## src/hdl/voter_diag_pkg.sv

```systemverilog
// Package: constants and carriers for the triple-channel output voter block.
// Assumes a single 200 MHz system clock; all timing is counted in its cycles.
package voter_diag_pkg;

    localparam int CLK_MHZ           = 200;
    // Longest forced transition on DC outputs, in microseconds
    localparam int DC_GLITCH_MAX_US  = 2000;
    // Typical forced transition length on DC outputs, in microseconds
    localparam int DC_GLITCH_TYP_US  = 500;
    localparam int DC_GLITCH_CYCLES  = DC_GLITCH_TYP_US * CLK_MHZ;
    localparam int DC_GLITCH_LIMIT   = (DC_GLITCH_MAX_US * CLK_MHZ) - 1;
    // Pause between inversion steps, in cycles
    localparam int STEP_GAP_CYCLES   = 16;
    localparam int POINT_IDX_RESET   = 0;

    typedef enum logic [3:0] {
        SEQ_IDLE  = 4'b0001,
        SEQ_FORCE = 4'b0010,
        SEQ_GAP   = 4'b0100,
        SEQ_HALT  = 4'b1000
    } seq_state_e;

    // One channel's command word plus its strobe
    typedef struct packed {
        logic        load;
        logic [15:0] cmd;
    } chan_cmd_s;

endpackage

```

## src/hdl/majority_vote.sv

```systemverilog
// Two-of-three majority vote on one switch path per point.
// Assumes the three channel driver vectors are already in the clock domain.
`timescale 1ns/1ps
module majority_vote
    import voter_diag_pkg::*;
#(
    parameter int POINTS = 16
) (
    // Driver commands of channels A, B and C
    input  wire logic [POINTS-1:0] drvA,
    input  wire logic [POINTS-1:0] drvB,
    input  wire logic [POINTS-1:0] drvC,
    // Voted switch state
    output logic      [POINTS-1:0] voted
);
    assign voted = (drvA & drvB) | (drvB & drvC) | (drvA & drvC);
endmodule

```

## src/hdl/tmr_output_voter_diagnostics.sv

```systemverilog
// Triple-channel digital output voter with driver inversion diagnostic.
// Assumes each channel's command port is fed only by its own processor and
// that the loopback inputs are synchronous to sys_clk.
`timescale 1ns/1ps

// What this block does
// - Each channel loads only its own command
// - Load energised when two drivers agree
// - Dual variant drives the vote on the series switches, parallel held off
// - Invert one driver at one point at a time, stepping through all points
// - Loopback mismatch during inversion flags fault
// - AC inversion lasts at most half cycle
// - DC inversion under 2 ms, typically 500 us
// - AC variant halts diagnostic after fault
// - Diagnostic can be switched off
// - DC diagnostic covers points never changing
module tmr_output_voter_diagnostics
    import voter_diag_pkg::*;
#(
    parameter int POINTS       = 16,
    // Half mains cycle in sys_clk cycles (50 Hz default)
    parameter int AC_HALF_CYC  = 2000000,
    parameter int DC_GLITCH    = DC_GLITCH_CYCLES
) (
    // Clock, reset, enable
    input  wire logic              sys_clk,
    input  wire logic              sys_rst,
    input  wire logic              clkEn,
    // Channel command ports
    input  wire chan_cmd_s         cmdA,
    input  wire chan_cmd_s         cmdB,
    input  wire chan_cmd_s         cmdC,
    // Configuration
    input  wire logic              diagEnable,
    input  wire logic              acVariant,
    input  wire logic              dualVariant,
    // Loopback of the switched points
    input  wire logic [POINTS-1:0] loopback,
    // Field side
    output logic      [POINTS-1:0] loadOut,
    output logic      [POINTS-1:0] switchSeries,
    output logic      [POINTS-1:0] switchParallel,
    // Status
    output logic      [2:0]        latentFault,
    output logic                   diagActive,
    output logic                   diagHalted
);
    localparam int PW = $clog2(POINTS);

    // Command word carries 16 points, so no more can be served
    if (POINTS < 2 || POINTS > ($bits(chan_cmd_s) - 1)) begin : g_badPoints
        $error("POINTS out of range");
    end
    if (DC_GLITCH < 1 || DC_GLITCH > DC_GLITCH_LIMIT) begin : g_badDc
        $error("DC_GLITCH above 2 ms");
    end
    if (AC_HALF_CYC < 1) begin : g_badAc
        $error("AC_HALF_CYC below one cycle");
    end

    typedef struct packed {
        seq_state_e        state;
        logic [POINTS-1:0] tableA;
        logic [POINTS-1:0] tableB;
        logic [POINTS-1:0] tableC;
        logic [PW-1:0]     point;
        logic [1:0]        chan;
        logic [31:0]       timer;
        logic [2:0]        fault;
        logic [POINTS-1:0] loadOut;
        logic [POINTS-1:0] swSer;
        logic [POINTS-1:0] swPar;
        logic              active;
    } state_s;

    state_s cur;
    state_s next_cur;

    logic [POINTS-1:0] drvA;
    logic [POINTS-1:0] drvB;
    logic [POINTS-1:0] drvC;
    logic [POINTS-1:0] voted;
    logic [POINTS-1:0] pointMask;
    logic [31:0]       glitchLen;

    function automatic logic [POINTS-1:0] one_hot(input logic [PW-1:0] idx);
        one_hot = '0;
        one_hot[idx] = 1'b1;
    endfunction

    // Half mains cycle bound on AC
    // Typical 500 us pulse on DC
    assign glitchLen = acVariant ? 32'(AC_HALF_CYC) : 32'(DC_GLITCH);
    assign pointMask = one_hot(cur.point);

    always_comb begin
        drvA = cur.tableA;
        drvB = cur.tableB;
        drvC = cur.tableC;
        if (cur.state == SEQ_FORCE) begin
            if (cur.chan == 2'h0) begin
                drvA = cur.tableA ^ pointMask;
            end else if (cur.chan == 2'h1) begin
                drvB = cur.tableB ^ pointMask;
            end else begin
                drvC = cur.tableC ^ pointMask;
            end
        end
    end

    majority_vote #(.POINTS(POINTS)) u_vote (
        .drvA  (drvA),
        .drvB  (drvB),
        .drvC  (drvC),
        .voted (voted)
    );

    always_comb begin
        next_cur = cur;
        if (cmdA.load) next_cur.tableA = cmdA.cmd[POINTS-1:0];
        if (cmdB.load) next_cur.tableB = cmdB.cmd[POINTS-1:0];
        if (cmdC.load) next_cur.tableC = cmdC.cmd[POINTS-1:0];
        next_cur.loadOut = voted;
        next_cur.swSer   = dualVariant ? voted : '0;
        next_cur.swPar   = dualVariant ? '0 : voted;
        next_cur.active  = 1'b0;
        case (cur.state)
            SEQ_IDLE: begin
                if (diagEnable) begin
                    next_cur.state = SEQ_FORCE;
                    next_cur.timer = '0;
                end
                // After an AC fault, abort then re-enable must not restart
                if (acVariant && (cur.fault != 3'h0)) begin
                    next_cur.state = SEQ_HALT;
                end
            end
            SEQ_FORCE: begin
                next_cur.active = 1'b1;
                next_cur.timer  = cur.timer + 32'h1;
                // Loopback must show the voted value
                if (cur.timer == (glitchLen - 32'h1)) begin
                    if (loopback[cur.point] != cur.loadOut[cur.point]) begin
                        next_cur.fault[cur.chan] = 1'b1;
                    end
                    next_cur.timer = '0;
                    next_cur.state = SEQ_GAP;
                end
                if (!diagEnable) begin
                    next_cur.state = SEQ_IDLE;
                    next_cur.timer = '0;
                end
            end
            SEQ_GAP: begin
                next_cur.timer = cur.timer + 32'h1;
                if (cur.timer == 32'(STEP_GAP_CYCLES - 1)) begin
                    next_cur.timer = '0;
                    if (cur.chan == 2'h2) begin
                        next_cur.chan  = 2'h0;
                        next_cur.point = (cur.point == PW'(POINTS - 1)) ? '0 : cur.point + PW'(1);
                    end else begin
                        next_cur.chan = cur.chan + 2'h1;
                    end
                    if (acVariant && (cur.fault != 3'h0)) begin
                        next_cur.state = SEQ_HALT;
                    end else begin
                        next_cur.state = diagEnable ? SEQ_FORCE : SEQ_IDLE;
                    end
                end
            end
            SEQ_HALT: begin
                next_cur.state = SEQ_HALT;
            end
            default: begin
                next_cur.state = SEQ_IDLE;
            end
        endcase
    end

    always_ff @(posedge sys_clk or posedge sys_rst) begin
        if (sys_rst) begin
            cur <= '{state: SEQ_IDLE, point: PW'(POINT_IDX_RESET), default: '0};
        end else if (clkEn) begin
            cur <= next_cur;
        end
    end

    assign loadOut        = cur.loadOut;
    assign switchSeries   = cur.swSer;
    assign switchParallel = cur.swPar;
    assign latentFault    = cur.fault;
    assign diagActive     = cur.active;
    // One-hot halt bit, straight from its flop
    assign diagHalted     = cur.state[3];

    forceLenDc_a: assert property (@(posedge sys_clk) disable iff (sys_rst)
        (!acVariant && cur.state == SEQ_FORCE) |-> cur.timer < 32'(DC_GLITCH_LIMIT))
        else $error("DC inversion too long");
    forceLenAc_a: assert property (@(posedge sys_clk) disable iff (sys_rst)
        (acVariant && cur.state == SEQ_FORCE) |-> cur.timer < 32'(AC_HALF_CYC))
        else $error("AC inversion too long");
    haltStays_a: assert property (@(posedge sys_clk) disable iff (sys_rst)
        (cur.state == SEQ_HALT) |=> (cur.state == SEQ_HALT))
        else $error("Halted sequencer restarted");
    acHalt_a: assert property (@(posedge sys_clk) disable iff (sys_rst)
        (clkEn && acVariant && cur.state == SEQ_GAP && next_cur.state == SEQ_FORCE) |-> cur.fault == 3'h0)
        else $error("AC diagnostic ran after fault");
    offNoForce_a: assert property (@(posedge sys_clk) disable iff (sys_rst)
        (!diagEnable && cur.state == SEQ_IDLE) |=> cur.state != SEQ_FORCE)
        else $error("Inversion while disabled");
    plainDrive_a: assert property (@(posedge sys_clk) disable iff (sys_rst)
        (cur.state != SEQ_FORCE) |-> (drvA == cur.tableA && drvB == cur.tableB && drvC == cur.tableC))
        else $error("Driver inverted outside step");
    oneDriver_a: assert property (@(posedge sys_clk) disable iff (sys_rst)
        (cur.state == SEQ_FORCE) |-> $countones({drvA ^ cur.tableA, drvB ^ cur.tableB, drvC ^ cur.tableC}) == 1)
        else $error("Not exactly one driver inverted");
    voteOut_a: assert property (@(posedge sys_clk) disable iff (sys_rst)
        clkEn |=> loadOut == (($past(drvA) & $past(drvB)) | ($past(drvB) & $past(drvC)) | ($past(drvA) & $past(drvC))))
        else $error("Load not majority of drivers");
    ownLoad_a: assert property (@(posedge sys_clk) disable iff (sys_rst)
        (clkEn && cmdB.load) |=> cur.tableB == $past(cmdB.cmd[POINTS-1:0]))
        else $error("Channel B table not loaded");
    faultFlag_a: assert property (@(posedge sys_clk) disable iff (sys_rst)
        (clkEn && cur.state == SEQ_FORCE && cur.timer == glitchLen - 32'h1
         && loopback[cur.point] != cur.loadOut[cur.point]) |=> latentFault[$past(cur.chan)])
        else $error("Loopback mismatch not flagged");

    stepDone_c: cover property (@(posedge sys_clk) disable iff (sys_rst)
        cur.state == SEQ_FORCE ##1 cur.state == SEQ_GAP);
    faultSeen_c: cover property (@(posedge sys_clk) disable iff (sys_rst) latentFault != 3'h0);
    halted_c: cover property (@(posedge sys_clk) disable iff (sys_rst) diagHalted);
endmodule

```

## config.mk

```make
export PLATFORM = sky130hd
export DESIGN_NAME = tmr_output_voter_diagnostics
export DESIGN_NICKNAME = d
export VERILOG_FILES = /design/src/hdl/voter_diag_pkg.sv /design/src/hdl/majority_vote.sv /design/src/hdl/tmr_output_voter_diagnostics.sv
export SDC_FILE = /design/constraint.sdc
export NUM_CORES = 1
export LEC_CHECK = 0
export ABC_CLOCK_PERIOD_IN_PS = 4650
export BUFFER_PORTS_ARGS = -buffer_cell sky130_fd_sc_hd__buf_2
export CELL_PAD_IN_SITES_DETAIL_PLACEMENT = 1
export CELL_PAD_IN_SITES_GLOBAL_PLACEMENT = 1
export CORE_MARGIN = 2
export CORE_UTILIZATION = 44
export DETAILED_ROUTE_END_ITERATION = 10
export GPL_TIMING_DRIVEN = 0
export MAX_ROUTING_LAYER = met4
export PLACE_DENSITY = 0.76
export SLEW_MARGIN = 20
export SYNTH_ARGS = -nofsm -noshare
export SYNTH_HDL_FRONTEND = slang
export SYNTH_SLANG_ARGS = --single-unit
```

## constraint.sdc

```tcl
create_clock -name sys_clk -period 4.65 [get_ports sys_clk]
set_input_delay 0.2325 -clock sys_clk [delete_from_list [all_inputs] [get_ports sys_clk]]
set_output_delay 0.2325 -clock sys_clk [all_outputs]
set_load 0.05 [all_outputs]
```

======== Word level (Yosys, flattened, before mapping) ========
Index checks and enable logic that the tools add are counted.
operators by class
  add/sub/neg operators ................... 4
  magnitude comparators ................... 4
  eq/ne operators ......................... 14
  mux-type cells .......................... 36
  bitwise operators ....................... 9
  reduce and logical (&&, ||, !) cells .... 14
operators by type and width
  cell                                                                           number
  16-bit two-way mux                                                             10
  32-bit two-way mux                                                             3
  32-bit case mux with 3 select lines                                            1
  16-bit bitwise AND                                                             3
  16-bit bitwise XOR                                                             3
  35-bit two-way mux                                                             1
  32-bit by 1-bit adder with 32-bit output (second input constant)               1
  32-bit == test                                                                 1
  32-bit by 4-bit == test with 1-bit output (second input constant)              1
  16-bit OR                                                                      2
  4-bit two-way mux                                                              7
  21-bit by 1-bit subtractor with 22-bit output (second input constant)          1
  21-bit two-way mux                                                             1
  4-bit case mux with 4 select lines                                             1
  4-bit AND reduction                                                            3
  1-bit binary-select mux with 4-bit select                                      2
  4-bit == test (second input constant)                                          2
  2-bit AND reduction                                                            3
  3-bit AND reduction                                                            2
  3-bit nonzero test                                                             2
  4-bit by 5-bit less-than comparator with 1-bit output (second input constant)  1
  1-bit two-way mux                                                              5
  4-bit by 1-bit adder with 4-bit output (second input constant)                 1
  1-bit demux with 4-bit select                                                  1
  other kinds (19)                                                               23
word-level totals
  flip-flop bits (word level) ............. 142
  input port bits ......................... 73
  output and inout bits ................... 53
  logic and storage cells ................. 93

======== Depth between registers and ports, before layout ========
Gate-level depths: netlist of the first run.
  word-level depth ........................ 12
  gate-level depth with buffers ........... 9
  gate-level depth less buffers ........... 7

======== Hierarchy ========
A second synthesis of the first run with hierarchy kept.
second synthesis, totals
  cell total of the unflattened synthesis .. 700
  area, all modules ....................... 7694.9 um2
by module, submodules not included
  module                        times used  cells each  area each (um2)  seq. area each (um2)
  tmr_output_voter_diagnostics  1           684         7514.7           3554.7
  majority_vote                 1           16          180.2            0.0

======== Least setup slack after synthesis of the first run ========
No wires, ideal clock.
  kind .................................... reg2reg
  from .................................... register cur (netlist bit diagHalted)
  to ...................................... register cur (netlist bit loadOut[2])
  library setup time ...................... 0.130 ns
  data arrival time ....................... 2.190 ns
  data required time ...................... 4.520 ns
  path slack .............................. 2.331 ns
  cell stages (with the launch flop) ...... 9
  buffers on the path ..................... 3
  clock period less this slack ............ 2.319 ns
  path through ............................ dfrtp_1 buf_2 nor4b_4 buf_6 buf_6 nand3_1 a211o_1 a311oi_2 nor2_1
on the way
  longest elaborated chain between the ends .. 5
  elaborated cells between the ends (all ways) .. 9
  those cells by class .................... 1 x eq/ne; 3 x mux; 5 x bitwise
RTL lines
  what                                          RTL line                             source
  start: declaration                            tmr_output_voter_diagnostics.sv:76   state_s cur;
  start signal: assignment                      tmr_output_voter_diagnostics.sv:184  cur <= next_cur;
  4-bit by 2-bit == test with 1-bit output (*)  tmr_output_voter_diagnostics.sv:100  if (cur.state == SEQ_FORCE) begin
  16-bit two-way mux                            tmr_output_voter_diagnostics.sv:100
  16-bit bitwise AND                            majority_vote.sv:16                  assign voted = (drvA & drvB) | (drvB & drvC) | (drvA & drvC);
  16-bit OR                                     majority_vote.sv:16
  16-bit OR (*)                                 majority_vote.sv:16
Every way passes the cells marked *; elsewhere a longest branch is shown, timed or not.
A chain may end at the register's enable or synchronous reset.

======== Worst setup path after layout of the first run ========
  from .................................... register cur[87] in the netlist's numbering
  to ...................................... register cur (netlist bit switchParallel[12])
on the way
  longest elaborated chain between the ends .. 12
  elaborated cells between the ends (all ways) .. 22
  those cells by class .................... 2 x order compare; 11 x mux; 8 x bitwise; 1 x reduce/logical
RTL lines
  what                                                                                                                                                  RTL line                                                                  source
  4-bit by 5-bit less-than comparator with 1-bit output (implied by the code) / 4-bit by 1-bit >= comparator with 1-bit output (equally long branches)  tmr_output_voter_diagnostics.sv:88                                        one_hot[idx] = 1'b1;
  1-bit logical AND (implied by the code)                                                                                                               tmr_output_voter_diagnostics.sv:88
  1-bit two-way mux (implied by the code)                                                                                                               tmr_output_voter_diagnostics.sv:88
  1-bit demux with 4-bit select (*)                                                                                                                     tmr_output_voter_diagnostics.sv:88
  16-bit bitwise XOR (on tied branches)                                                                                                                 tmr_output_voter_diagnostics.sv:104, tmr_output_voter_diagnostics.sv:106
  16-bit two-way mux                                                                                                                                    tmr_output_voter_diagnostics.sv:103                                       end else if (cur.chan == 2'h1) begin
  16-bit two-way mux                                                                                                                                    tmr_output_voter_diagnostics.sv:101                                       if (cur.chan == 2'h0) begin
  16-bit two-way mux                                                                                                                                    tmr_output_voter_diagnostics.sv:100
  16-bit bitwise AND                                                                                                                                    majority_vote.sv:16
  16-bit OR                                                                                                                                             majority_vote.sv:16
  16-bit OR (*)                                                                                                                                         majority_vote.sv:16
  16-bit two-way mux (*)                                                                                                                                tmr_output_voter_diagnostics.sv:125                                       next_cur.swPar = dualVariant ? '0 : voted;
Marked as above.

==> results of run 1 <==
==> kinds of logic after synthesis <==
group | Yosys count | share of synthesized area [%]
and+or+nand+nor | 290 | 17.5
AOI/OAI and AO/OA | 217 | 17.9
DFF | 142 | 42.5
buffers and inverters | 127 | 8.76
muxes | 64 | 9.67
xor gates and xnor gates | 24 | 2.51
adders and majority gates | 8 | 1.11
==> flip-flops by register name, indices dropped and copies added (netlist names) <==
name / flops
latentFault: 3
cur: 89
diagHalted: 1
loadOut: 16
switchParallel: 16
diagActive: 1
switchSeries: 16
==> placed cells by master (no fill, tap or decap), drive strengths merged, types with 6 or more instances in the layout <==
cell type,n
or3,7
nand2,53
a21oi,33
a311oi,9
xor2,6
nor4,20
xnor2,18
and2,6
nor3,23
nor2,88
and3,12
o31ai,7
inv,30
mux4,8
o21a,11
a211o,9
nand4,10
a22o,13
a2111oi,7
clkbuf,46
buf,202
dfrtp,141
o21ai,74
nor2b,12
nand3,32
a31oi,12
o2bb2ai,8
mux2,55
nand2b,13
==> repair_timing <==
item / in CTS / in global routing
endpoints found under the setup margin: 0 / 0
hold buffers: 1 / 0
hold endpoints to repair: 54 / 0
==> layout make-up <==
| type | instances | area share, % |
|---|---|---|
| multi-input cells | 603 | 41.2 |
| flip-flops and latches | 142 | 35.9 |
| repair buffers | 126 | 6.64 |
| plain buffers | 106 | 6.61 |
| clock buffers | 17 | 4.30 |
| well taps | 234 | 2.96 |
| clock inverters | 15 | 1.52 |
| inverters | 21 | 0.872 |
==> per-stage QoR <==
| stage | utilization, % | hold slack [ns] | power (uW) |
|---|---|---|---|
| after floorplan | - | 0.315 | 2350 |
| after global placement | 49.6 | 0.464 | 2600 |
| after detailed placement | 49.8 | 0.285 | 2630 |
| after CTS | 52.9 | 0.0155 | 4020 |
| after global routing | 52.9 | 0.0139 | 4170 |
| final | 52.9 | 0.0198 | 4000 |
==> worst reg2reg max path, delay by kind of cell, from the launching register on <==
kind | cells | cell delay [ns]
adder cells (fa/ha/maj) | 1 | 0.32
buffers and inverters | 2 | 0.71
AND/OR/NAND/NOR | 2 | 0.33
AO/OA/AOI/OAI | 2 | 0.80
flip-flops | 1 | 0.37
multiplexers | 1 | 0.37
==> routing by layer <==
metal	share of wire, %	up-vias	track usage (%)	routed length, um
met5	0	-	-	0
met4	1.1	0	5.53	289
met3	4.9	27	4.45	1260
met2	46	196	41.2	11800
met1	48	3659	37.7	12100
li1	-	3415	-	-
==> power breakdown <==
part / total, uW / internal (uW) / switching [uW]
sequential: 1540 / 1390 / 154
combinational: 1080 / 409 / 672
clock: 1380 / 755 / 624
total: 4000 / 2550 / 1450
==> path summary, 6_finish.rpt <==
| path | startpoint | to | slack [ns] | cells after the start |
|---|---|---|---|---|
| setup / recovery | cur[87] | switchParallel[12] | 1.61 | 8 |
| min in group asynchronous | sys_rst | cur[116] | 0.36 | 3 |
| setup reg to reg | cur[87] | switchParallel[12] | 1.61 | 8 |
| hold reg to reg | switchSeries[3] | switchSeries[3] | 0.50 | 1 |
| max in group asynchronous | sys_rst | switchSeries[14] | 3.50 | 4 |
| hold / removal | cmdB[9] | cur[115] | 0.02 | 2 |
==> impl_metrics.env, run 1 <==
export IMPL_worst_slack_ns=1.61
export IMPL_gp_congestion=0.835
export IMPL_antenna_cells=0
export IMPL_yosys_warnings=0
export IMPL_cp_end_kind="flop"
export IMPL_fillers=2168
export IMPL_period_needed_ns=3.04
export IMPL_placed_area_um2=9320
export IMPL_vias_per_cell=5.77
export IMPL_synth_most_common_cell="dfrtp_1"
export IMPL_synth_seq_cells=142
export IMPL_coreArea_um2=18700
export IMPL_cts_root_buf="clkbuf_16"
export IMPL_num_rows=50
export IMPL_clock_latency_ns=0.44
export IMPL_synth_edf_count=0
export IMPL_drtIter0Drc=428
export IMPL_synth_area_um2=8370
export IMPL_post_cts_resized=0
export IMPL_io_pins=126
export IMPL_finalWirelength_um=25500
export IMPL_leakage_uw=0.00433
export IMPL_rsz0062_at_grt="no"
export IMPL_worstMarginPinSlew_ns=0.923
export IMPL_drcViolationCount=0
export IMPL_nNetsFinal=1095
export IMPL_clock_sinks=142
export IMPL_timing_final_crit_share_pct=65.4
export IMPL_slowest_stage="a2111oi_2"
export IMPL_area_growth_pct=18.3
export IMPL_powerDensity_nw_per_um2=404
export IMPL_outcome="finished clean"
export IMPL_final_cells=1264
export IMPL_dpl_cell_count=1231
export IMPL_max_vdd_ir_drop_uv=288
export IMPL_finalClockSkew_ns=0.0103
export IMPL_crit_chain="clkbuf_1 > inv_1 > ha_1 > nand3_1 > mux2_2 > o21a_1 > a2111oi_2 > nor2_1"
export IMPL_avgSynthCellArea_um2=9.60
export IMPL_synthArstFlopShare_pct=100
export IMPL_synth_top_area_cell="dfrtp_1"
export IMPL_cp_top_family="compound AO/OA/AOI/OAI gates"
export IMPL_fmax_mhz=329
export IMPL_numPortBuffers=124
export IMPL_multi_input_area_um2=4080
export IMPL_grt_usage_pct=26.8
export IMPL_dieHeight_um=142
export IMPL_cts_tree="yes"
export IMPL_yosys_top_cells_count="141 x dfrtp_1, 88 x nor2_1, 70 x o21ai_0"
export IMPL_setup_viol=0
export IMPL_postCtsSetupBuffers=0
export IMPL_crit_buf_inv=2
export IMPL_htree_levels=4
export IMPL_stdcell_area_um2=9900
export IMPL_place_ws_ns=1.64
export IMPL_cts_inserted_buffers=17
export IMPL_ys_flop_type="dfrtp_1"
export IMPL_grt_pass1_vias=7216
export IMPL_wl_per_cell_um=20.2
export IMPL_antenna_found_initial=0
export IMPL_dr_pass1_iters=5
export IMPL_postSynthCellCount=872
export IMPL_maxSlewHeadroom_pct=38.1
export IMPL_start_util_pct=44.7
export IMPL_crit_path_max_fanout=10
export IMPL_die_x_um=142
export IMPL_synth_area_leaders="dfrtp_1 42%, mux2_2 7.1%, buf_4 4.8%"
export IMPL_cp_slowest_stage_delay_ns=0.63
export IMPL_cp_data_required_time_ns=4.94
export IMPL_postRouteAntennaNets=0
export IMPL_synth_top_area_share_pct=42.2
export IMPL_dp_hpwl_um=18200
export IMPL_grt_pass1_wl_um=40400
export IMPL_ys_seq_area_share_pct=42.5
export IMPL_fin_tns_setup_ns=0
export IMPL_startpoint_type="flop"
export IMPL_layout_drive_gt1_share_pct=30.9
export IMPL_regArea_um2=3550
export IMPL_drv_cap=0
export IMPL_grt_max_degree=89
export IMPL_hold_viol_final=0
export IMPL_cts_clk_slew_worst_paths_ns=0.07
export IMPL_worstSetupPathType="flop to flop"
export IMPL_min_path_type="input port to flop"
export IMPL_grt_ovfl_total=0
export IMPL_clk_path_buf_depth=2
export IMPL_die_area_um2=20100
export IMPL_syn_nets=950
export IMPL_worstPathArrival_ns=3.33
export IMPL_finalMaxSlewViolations=0
export IMPL_vias=7297
export IMPL_yosysUniqueCellTypes=77
Note: power is estimated with default switching activity, not from simulation.
==> run 2: changes to the inputs <==
ABC_CLOCK_PERIOD_IN_PS = 3200   (was 4650)
clock period = 3.2 ns   (was 4.65 ns; I/O delays follow)
==> run 2 against run 1 <==
Effect of this change: fmax rose by 6.2%; via count grew 4.0%; combinational power grew 51%; clock power increased by 43%; sequential power grew 46%; count of clock-buffer cells in the layout stayed put; register-to-register slack lost 1.3 ns; global-route usage is 1.4 points higher.
==> impl_metrics.env, run 2 (synthesis results as in run 1) <==
export IMPL_worstSetupPathType="flop to flop"
export IMPL_placed_area_um2=9370
export IMPL_postCtsSetupBuffers=0
export IMPL_max_vdd_ir_drop_uv=408
export IMPL_gp_congestion=0.841
export IMPL_cts_root_buf="clkbuf_16"
export IMPL_crit_path_max_fanout=10
export IMPL_finalMaxSlewViolations=0
export IMPL_final_common_cell="dfrtp_1"
export IMPL_dpl_cell_count=1234
export IMPL_power_frac_comb_pct=27.8
export IMPL_grt_max_degree=35
export IMPL_hold_viol_final=0
export IMPL_dp_hpwl_um=18600
export IMPL_clock_latency_ns=0.43
export IMPL_dr_pass1_iters=4
export IMPL_antenna_found_initial=0
export IMPL_die_area_um2=20100
export IMPL_p_seq_share_pct=38.5
export IMPL_die_x_um=142
export IMPL_cts_tree="yes"
export IMPL_pwr_share_clk_pct=33.7
export IMPL_drtIter0Drc=511
export IMPL_worstMarginPinSlew_ns=0.839
export IMPL_wl_per_cell_um=20.3
export IMPL_final_cells=1316
export IMPL_largest_register="cur"
export IMPL_grt_pass1_vias=7691
export IMPL_htree_levels=4
export IMPL_layout_drive_gt1_share_pct=29.9
export IMPL_stdcell_area_um2=10500
export IMPL_clock_sinks=142
export IMPL_coreArea_um2=18700
export IMPL_area_growth_pct=24.9
export IMPL_finalWirelength_um=26700
export IMPL_num_rows=50
export IMPL_cts_inserted_buffers=17
export IMPL_vias=7592
export IMPL_postRouteAntennaNets=0
export IMPL_fmax_mhz=349
export IMPL_maxSlewHeadroom_pct=43.5
export IMPL_setup_viol=0
export IMPL_swShare_pct=35.8
export IMPL_fin_tns_setup_ns=0
export IMPL_rsz0062_at_grt="no"
export IMPL_cp_data_required_time_ns=3.47
export IMPL_vias_per_cell=5.77
export IMPL_clk_path_buf_depth=2
export IMPL_io_pins=126
export IMPL_nNetsFinal=1147
export IMPL_crit_chain="clkbuf_2 > inv_1 > ha_1 > nand3_1 > mux2_2 > o21a_1 > a2111oi_2 > nor2_1"
export IMPL_outcome="finished clean"
export IMPL_timing_final_crit_share_pct=89.5
export IMPL_finalClockSkew_ns=0.0104
export IMPL_antenna_cells=0
export IMPL_cts_clk_slew_worst_paths_ns=0.07
export IMPL_grt_pass1_wl_um=42500
export IMPL_cp_top_family="compound AO/OA/AOI/OAI gates"
export IMPL_postLayoutCoreUtil_pct=55.9
export IMPL_largest_register_ffs=89
export IMPL_r2r_slack_ns=0.34
export IMPL_min_path_type="input port to flop"
export IMPL_grt_ovfl_total=0
export IMPL_grt_usage_pct=28.2
export IMPL_p_sw_uw=2090
export IMPL_slowest_stage="a2111oi_2"
export IMPL_numPortBuffers=124
export IMPL_cp_slowest_stage_delay_ns=0.65
export IMPL_startpoint_type="flop"
export IMPL_crit_buf_inv=2
export IMPL_start_util_pct=44.7
export IMPL_worstPathArrival_ns=3.14
export IMPL_powerDensity_nw_per_um2=559
export IMPL_dieHeight_um=142
export IMPL_final_cell_mix="141 x dfrtp_1, 139 x buf_2, 88 x nor2_1"
export IMPL_timing_hold_ws_ns=0.174
export IMPL_drv_cap=0
export IMPL_drcViolationCount=0
export IMPL_cp_end_kind="flop"
export IMPL_intPower_uw=3760
export IMPL_leakage_uw=0.00456
export IMPL_period_needed_ns=2.86
==> run 2: changes by cell type in the layout (fill, tap and decap cells not counted), sizes merged <==
cell | before | now
buf | 202 | 205
clkinv | 2 | 3
dlygate4sd3 | 1 | 50
inv | 30 | 28
clkinvlp | 3 | 4
==> run 2: worst paths after layout <==
path,from,end,cells past startpoint
max reg2reg,cur[87],switchParallel[12],8
max in group asynchronous,sys_rst,cur[77],5
min,diagEnable,cur[140],3
max,cur[87],switchParallel[12],8
min reg2reg,switchParallel[3],switchParallel[3],1
min in group asynchronous,sys_rst,switchSeries[14],3
==> run 2: tightest hold or removal path, delay by kind of cell <==
kind / cells / cell delay [ns]
muxes: 1 / 0.13
and+or+nand+nor: 1 / 0.16
buffers and inverters: 1 / 0.11
==> run 2: timing repair <==
| item | in CTS | in global routing |
|---|---|---|
| gates resized for setup | 0 | 3 |
| hold buffers | 50 | 0 |
| hold endpoints to repair | 77 | 0 |
| endpoints found under the setup margin | 0 | 8 |
==> run 2: per-layer routing <==
metal / wire length [um] / share of wire [%] / vias to the layer above / track usage (%)
met5: 0 / 0 / - / -
met4: 471 / 1.8 / 0 / 8.05
met3: 1290 / 4.8 / 36 / 4.76
met2: 12400 / 46 / 210 / 43.2
met1: 12600 / 47 / 3830 / 38.8
li1: - / - / 3516 / -
==> run 2: layout make-up <==
| class | instances | area [um^2] |
|---|---|---|
| multi-input combinational | 603 | 4090 |
| clock buffer | 17 | 425 |
| buffer | 106 | 656 |
| timing repair buffer | 178 | 1200 |
| sequential | 142 | 3550 |
| inverter | 21 | 82.6 |
| fill | 2161 | 8250 |
| clock inverter | 15 | 150 |
| tap | 234 | 293 |
==> run 2: stage by stage <==
stage / setup slack [ns] / power, uW
3_5_place_dp: 0.108 / 3830
4_1_cts: 0.0803 / 5870
2_1_floorplan: 0.881 / 3410
3_3_place_gp: 0.219 / 3780
5_1_grt: 0.148 / 6100
6_report: 0.337 / 5840
==> run 2: power by group through the flow <==
stage	Sequential, uW	Clock (uW)	Combinational, uW
floorplan	2220	0	1190
global placement	2260	0	1520
detailed placement	2270	0	1560
CTS	2240	2000	1620
global route	2280	2070	1750
finish	2250	1970	1630
==> run 3: changes to the inputs <==
CELL_PAD_IN_SITES_GLOBAL_PLACEMENT = 2   (was 1)
CORE_UTILIZATION = 36   (was 44)
==> run 3 against run 2 <==
Effect of this change: via count shrank 1.9%; critical path depth shrank 2; final cell count grew 4.0%; sequential share of layout area shrank 0.26 points; sequential power is essentially flat; critical path type unchanged.
==> impl_metrics.env, run 3 (synthesis results as in run 1) <==
export IMPL_outcome="finished clean"
export IMPL_grt_max_degree=33
export IMPL_grt_pass1_vias=7573
export IMPL_io_pins=126
export IMPL_antenna_cells=0
export IMPL_wl_per_cell_um=19.8
export IMPL_drv_cap=0
export IMPL_htree_levels=4
export IMPL_grt_usage_pct=23.8
export IMPL_grt_ovfl_total=0
export IMPL_layout_drive_gt1_share_pct=29.8
export IMPL_rsz0062_at_grt="no"
export IMPL_leakage_uw=0.00458
export IMPL_timing_hold_ws_ns=0.204
export IMPL_finalMaxSlewViolations=0
export IMPL_area_growth_pct=25.8
export IMPL_gp_congestion=0.825
export IMPL_drcViolationCount=0
export IMPL_dp_hpwl_um=19500
export IMPL_crit_chain="nand2b_1 > clkbuf_1 > clkbuf_1 > nand3_1 > a311oi_1 > nor2_1"
export IMPL_vias_per_cell=5.44
export IMPL_crit_path_max_fanout=10
export IMPL_worstSetupPathType="flop to flop"
export IMPL_nNetsFinal=1148
export IMPL_die_x_um=156
export IMPL_dr_pass1_iters=5
export IMPL_start_util_pct=36.9
export IMPL_finalClockSkew_ns=0.00906
export IMPL_antenna_found_initial=0
export IMPL_vias=7444
export IMPL_cts_inserted_buffers=17
export IMPL_cp_data_required_time_ns=3.48
export IMPL_final_cell_mix="141 x dfrtp_1, 139 x buf_2, 88 x nor2_1"
export IMPL_min_path_type="input port to async pin"
export IMPL_setup_viol=0
export IMPL_cts_tree="yes"
export IMPL_worstMarginPinSlew_ns=0.881
export IMPL_largest_register="cur"
export IMPL_fillers=2650
export IMPL_postRouteAntennaNets=0
export IMPL_fmax_mhz=341
export IMPL_fin_tns_setup_ns=0
export IMPL_postCtsSetupBuffers=0
export IMPL_startpoint_type="flop"
export IMPL_largest_register_ffs=89
export IMPL_slowest_stage="a311oi_1"
export IMPL_hold_viol_final=0
export IMPL_grt_pass1_wl_um=43400
export IMPL_clock_sinks=142
export IMPL_die_area_um2=24500
export IMPL_cp_end_kind="flop"
export IMPL_coreArea_um2=22700
export IMPL_num_rows=55
export IMPL_clk_path_buf_depth=2
export IMPL_final_common_cell="dfrtp_1"
export IMPL_worstPathArrival_ns=3.22
export IMPL_powerDensity_nw_per_um2=557
export IMPL_dieHeight_um=156
export IMPL_timing_final_crit_share_pct=91.7
export IMPL_cts_clk_slew_worst_paths_ns=0.07
export IMPL_drtIter0Drc=410
export IMPL_numPortBuffers=124
export IMPL_maxSlewHeadroom_pct=40.9
export IMPL_cp_slowest_stage_delay_ns=0.78
export IMPL_crit_top_cell="clkbuf_1"
export IMPL_clock_latency_ns=0.43
export IMPL_max_vdd_ir_drop_uv=304
export IMPL_cts_root_buf="clkbuf_16"
export IMPL_period_needed_ns=2.93
export IMPL_finalWirelength_um=27000
run 3: worst max-delay path, delay by kind of cell, from the launching register on:
| family | cells | cell delay (ns) |
|---|---|---|
| buffers and inverters | 2 | 1.13 |
| AOI/OAI and AO/OA | 1 | 0.78 |
| and+or+nand+nor | 3 | 0.47 |
| DFF | 1 | 0.41 |
run 3: cell type report:
| class | count | area, um^2 | share of cell area [%] |
|---|---|---|---|
| inverters | 21 | 82.6 | 0.784 |
| clock inverters | 15 | 153 | 1.45 |
| well taps | 285 | 357 | 3.39 |
| flip-flops and latches | 142 | 3550 | 33.8 |
| repair buffers | 179 | 1220 | 11.6 |
| clock buffers | 17 | 425 | 4.04 |
| multi-input cells | 603 | 4080 | 38.8 |
| plain buffers | 106 | 656 | 6.23 |
run 3: worst paths after layout:
| check | slack [ns] | from | cells after the start | end |
|---|---|---|---|---|
| hold reg to reg | 0.49 | switchParallel[15] | 1 | switchParallel[15] |
| setup / recovery | 0.27 | cur[85] | 6 | loadOut[5] |
| min in group sys_clk | 0.22 | diagEnable | 3 | cur[140] |
| setup reg to reg | 0.27 | cur[85] | 6 | loadOut[5] |
| hold / removal | 0.20 | sys_rst | 3 | cur[58] |
| max in group asynchronous | 2.34 | sys_rst | 5 | cur[107] |
run 3: repair_timing:
item                                    CTS  global route
hold buffers                             50             0
gates resized for setup                   0             2
endpoints found under the setup margin    0             9
endpoints found under the hold margin   103             0
run 3: per-layer routing:
layer / routed length (um) / GRT usage [%] / up-vias
met2: 12500 / 36.6 / 149
met1: 13400 / 33.7 / 3753
li1: - / - / 3519
met3: 946 / 3.16 / 23
met5: 0 / - / -
met4: 242 / 4.72 / 0
run 3: where the power goes:
| part | leakage, uW | switching, uW | total, uW | internal, uW |
|---|---|---|---|---|
| combinational | 0.00252 | 974 | 1620 | 641 |
| clock | 0.000289 | 908 | 2010 | 1100 |
| sequential | 0.00177 | 224 | 2240 | 2020 |
| total | 0.00458 | 2110 | 5870 | 3760 |
run 3: through the flow:
stage	setup slack (ns)	cell area (um^2)	utilization, %	power (uW)	cells
floorplan	0.881	8370	-	3410	872
global placement	0.119	9350	41.2	3810	1281
detailed placement	0.102	9450	41.6	3850	1286
CTS	0.0956	10500	46.4	5920	1368
global route	0.0903	10500	46.4	6160	1368
finish	0.266	10500	46.4	5870	1368
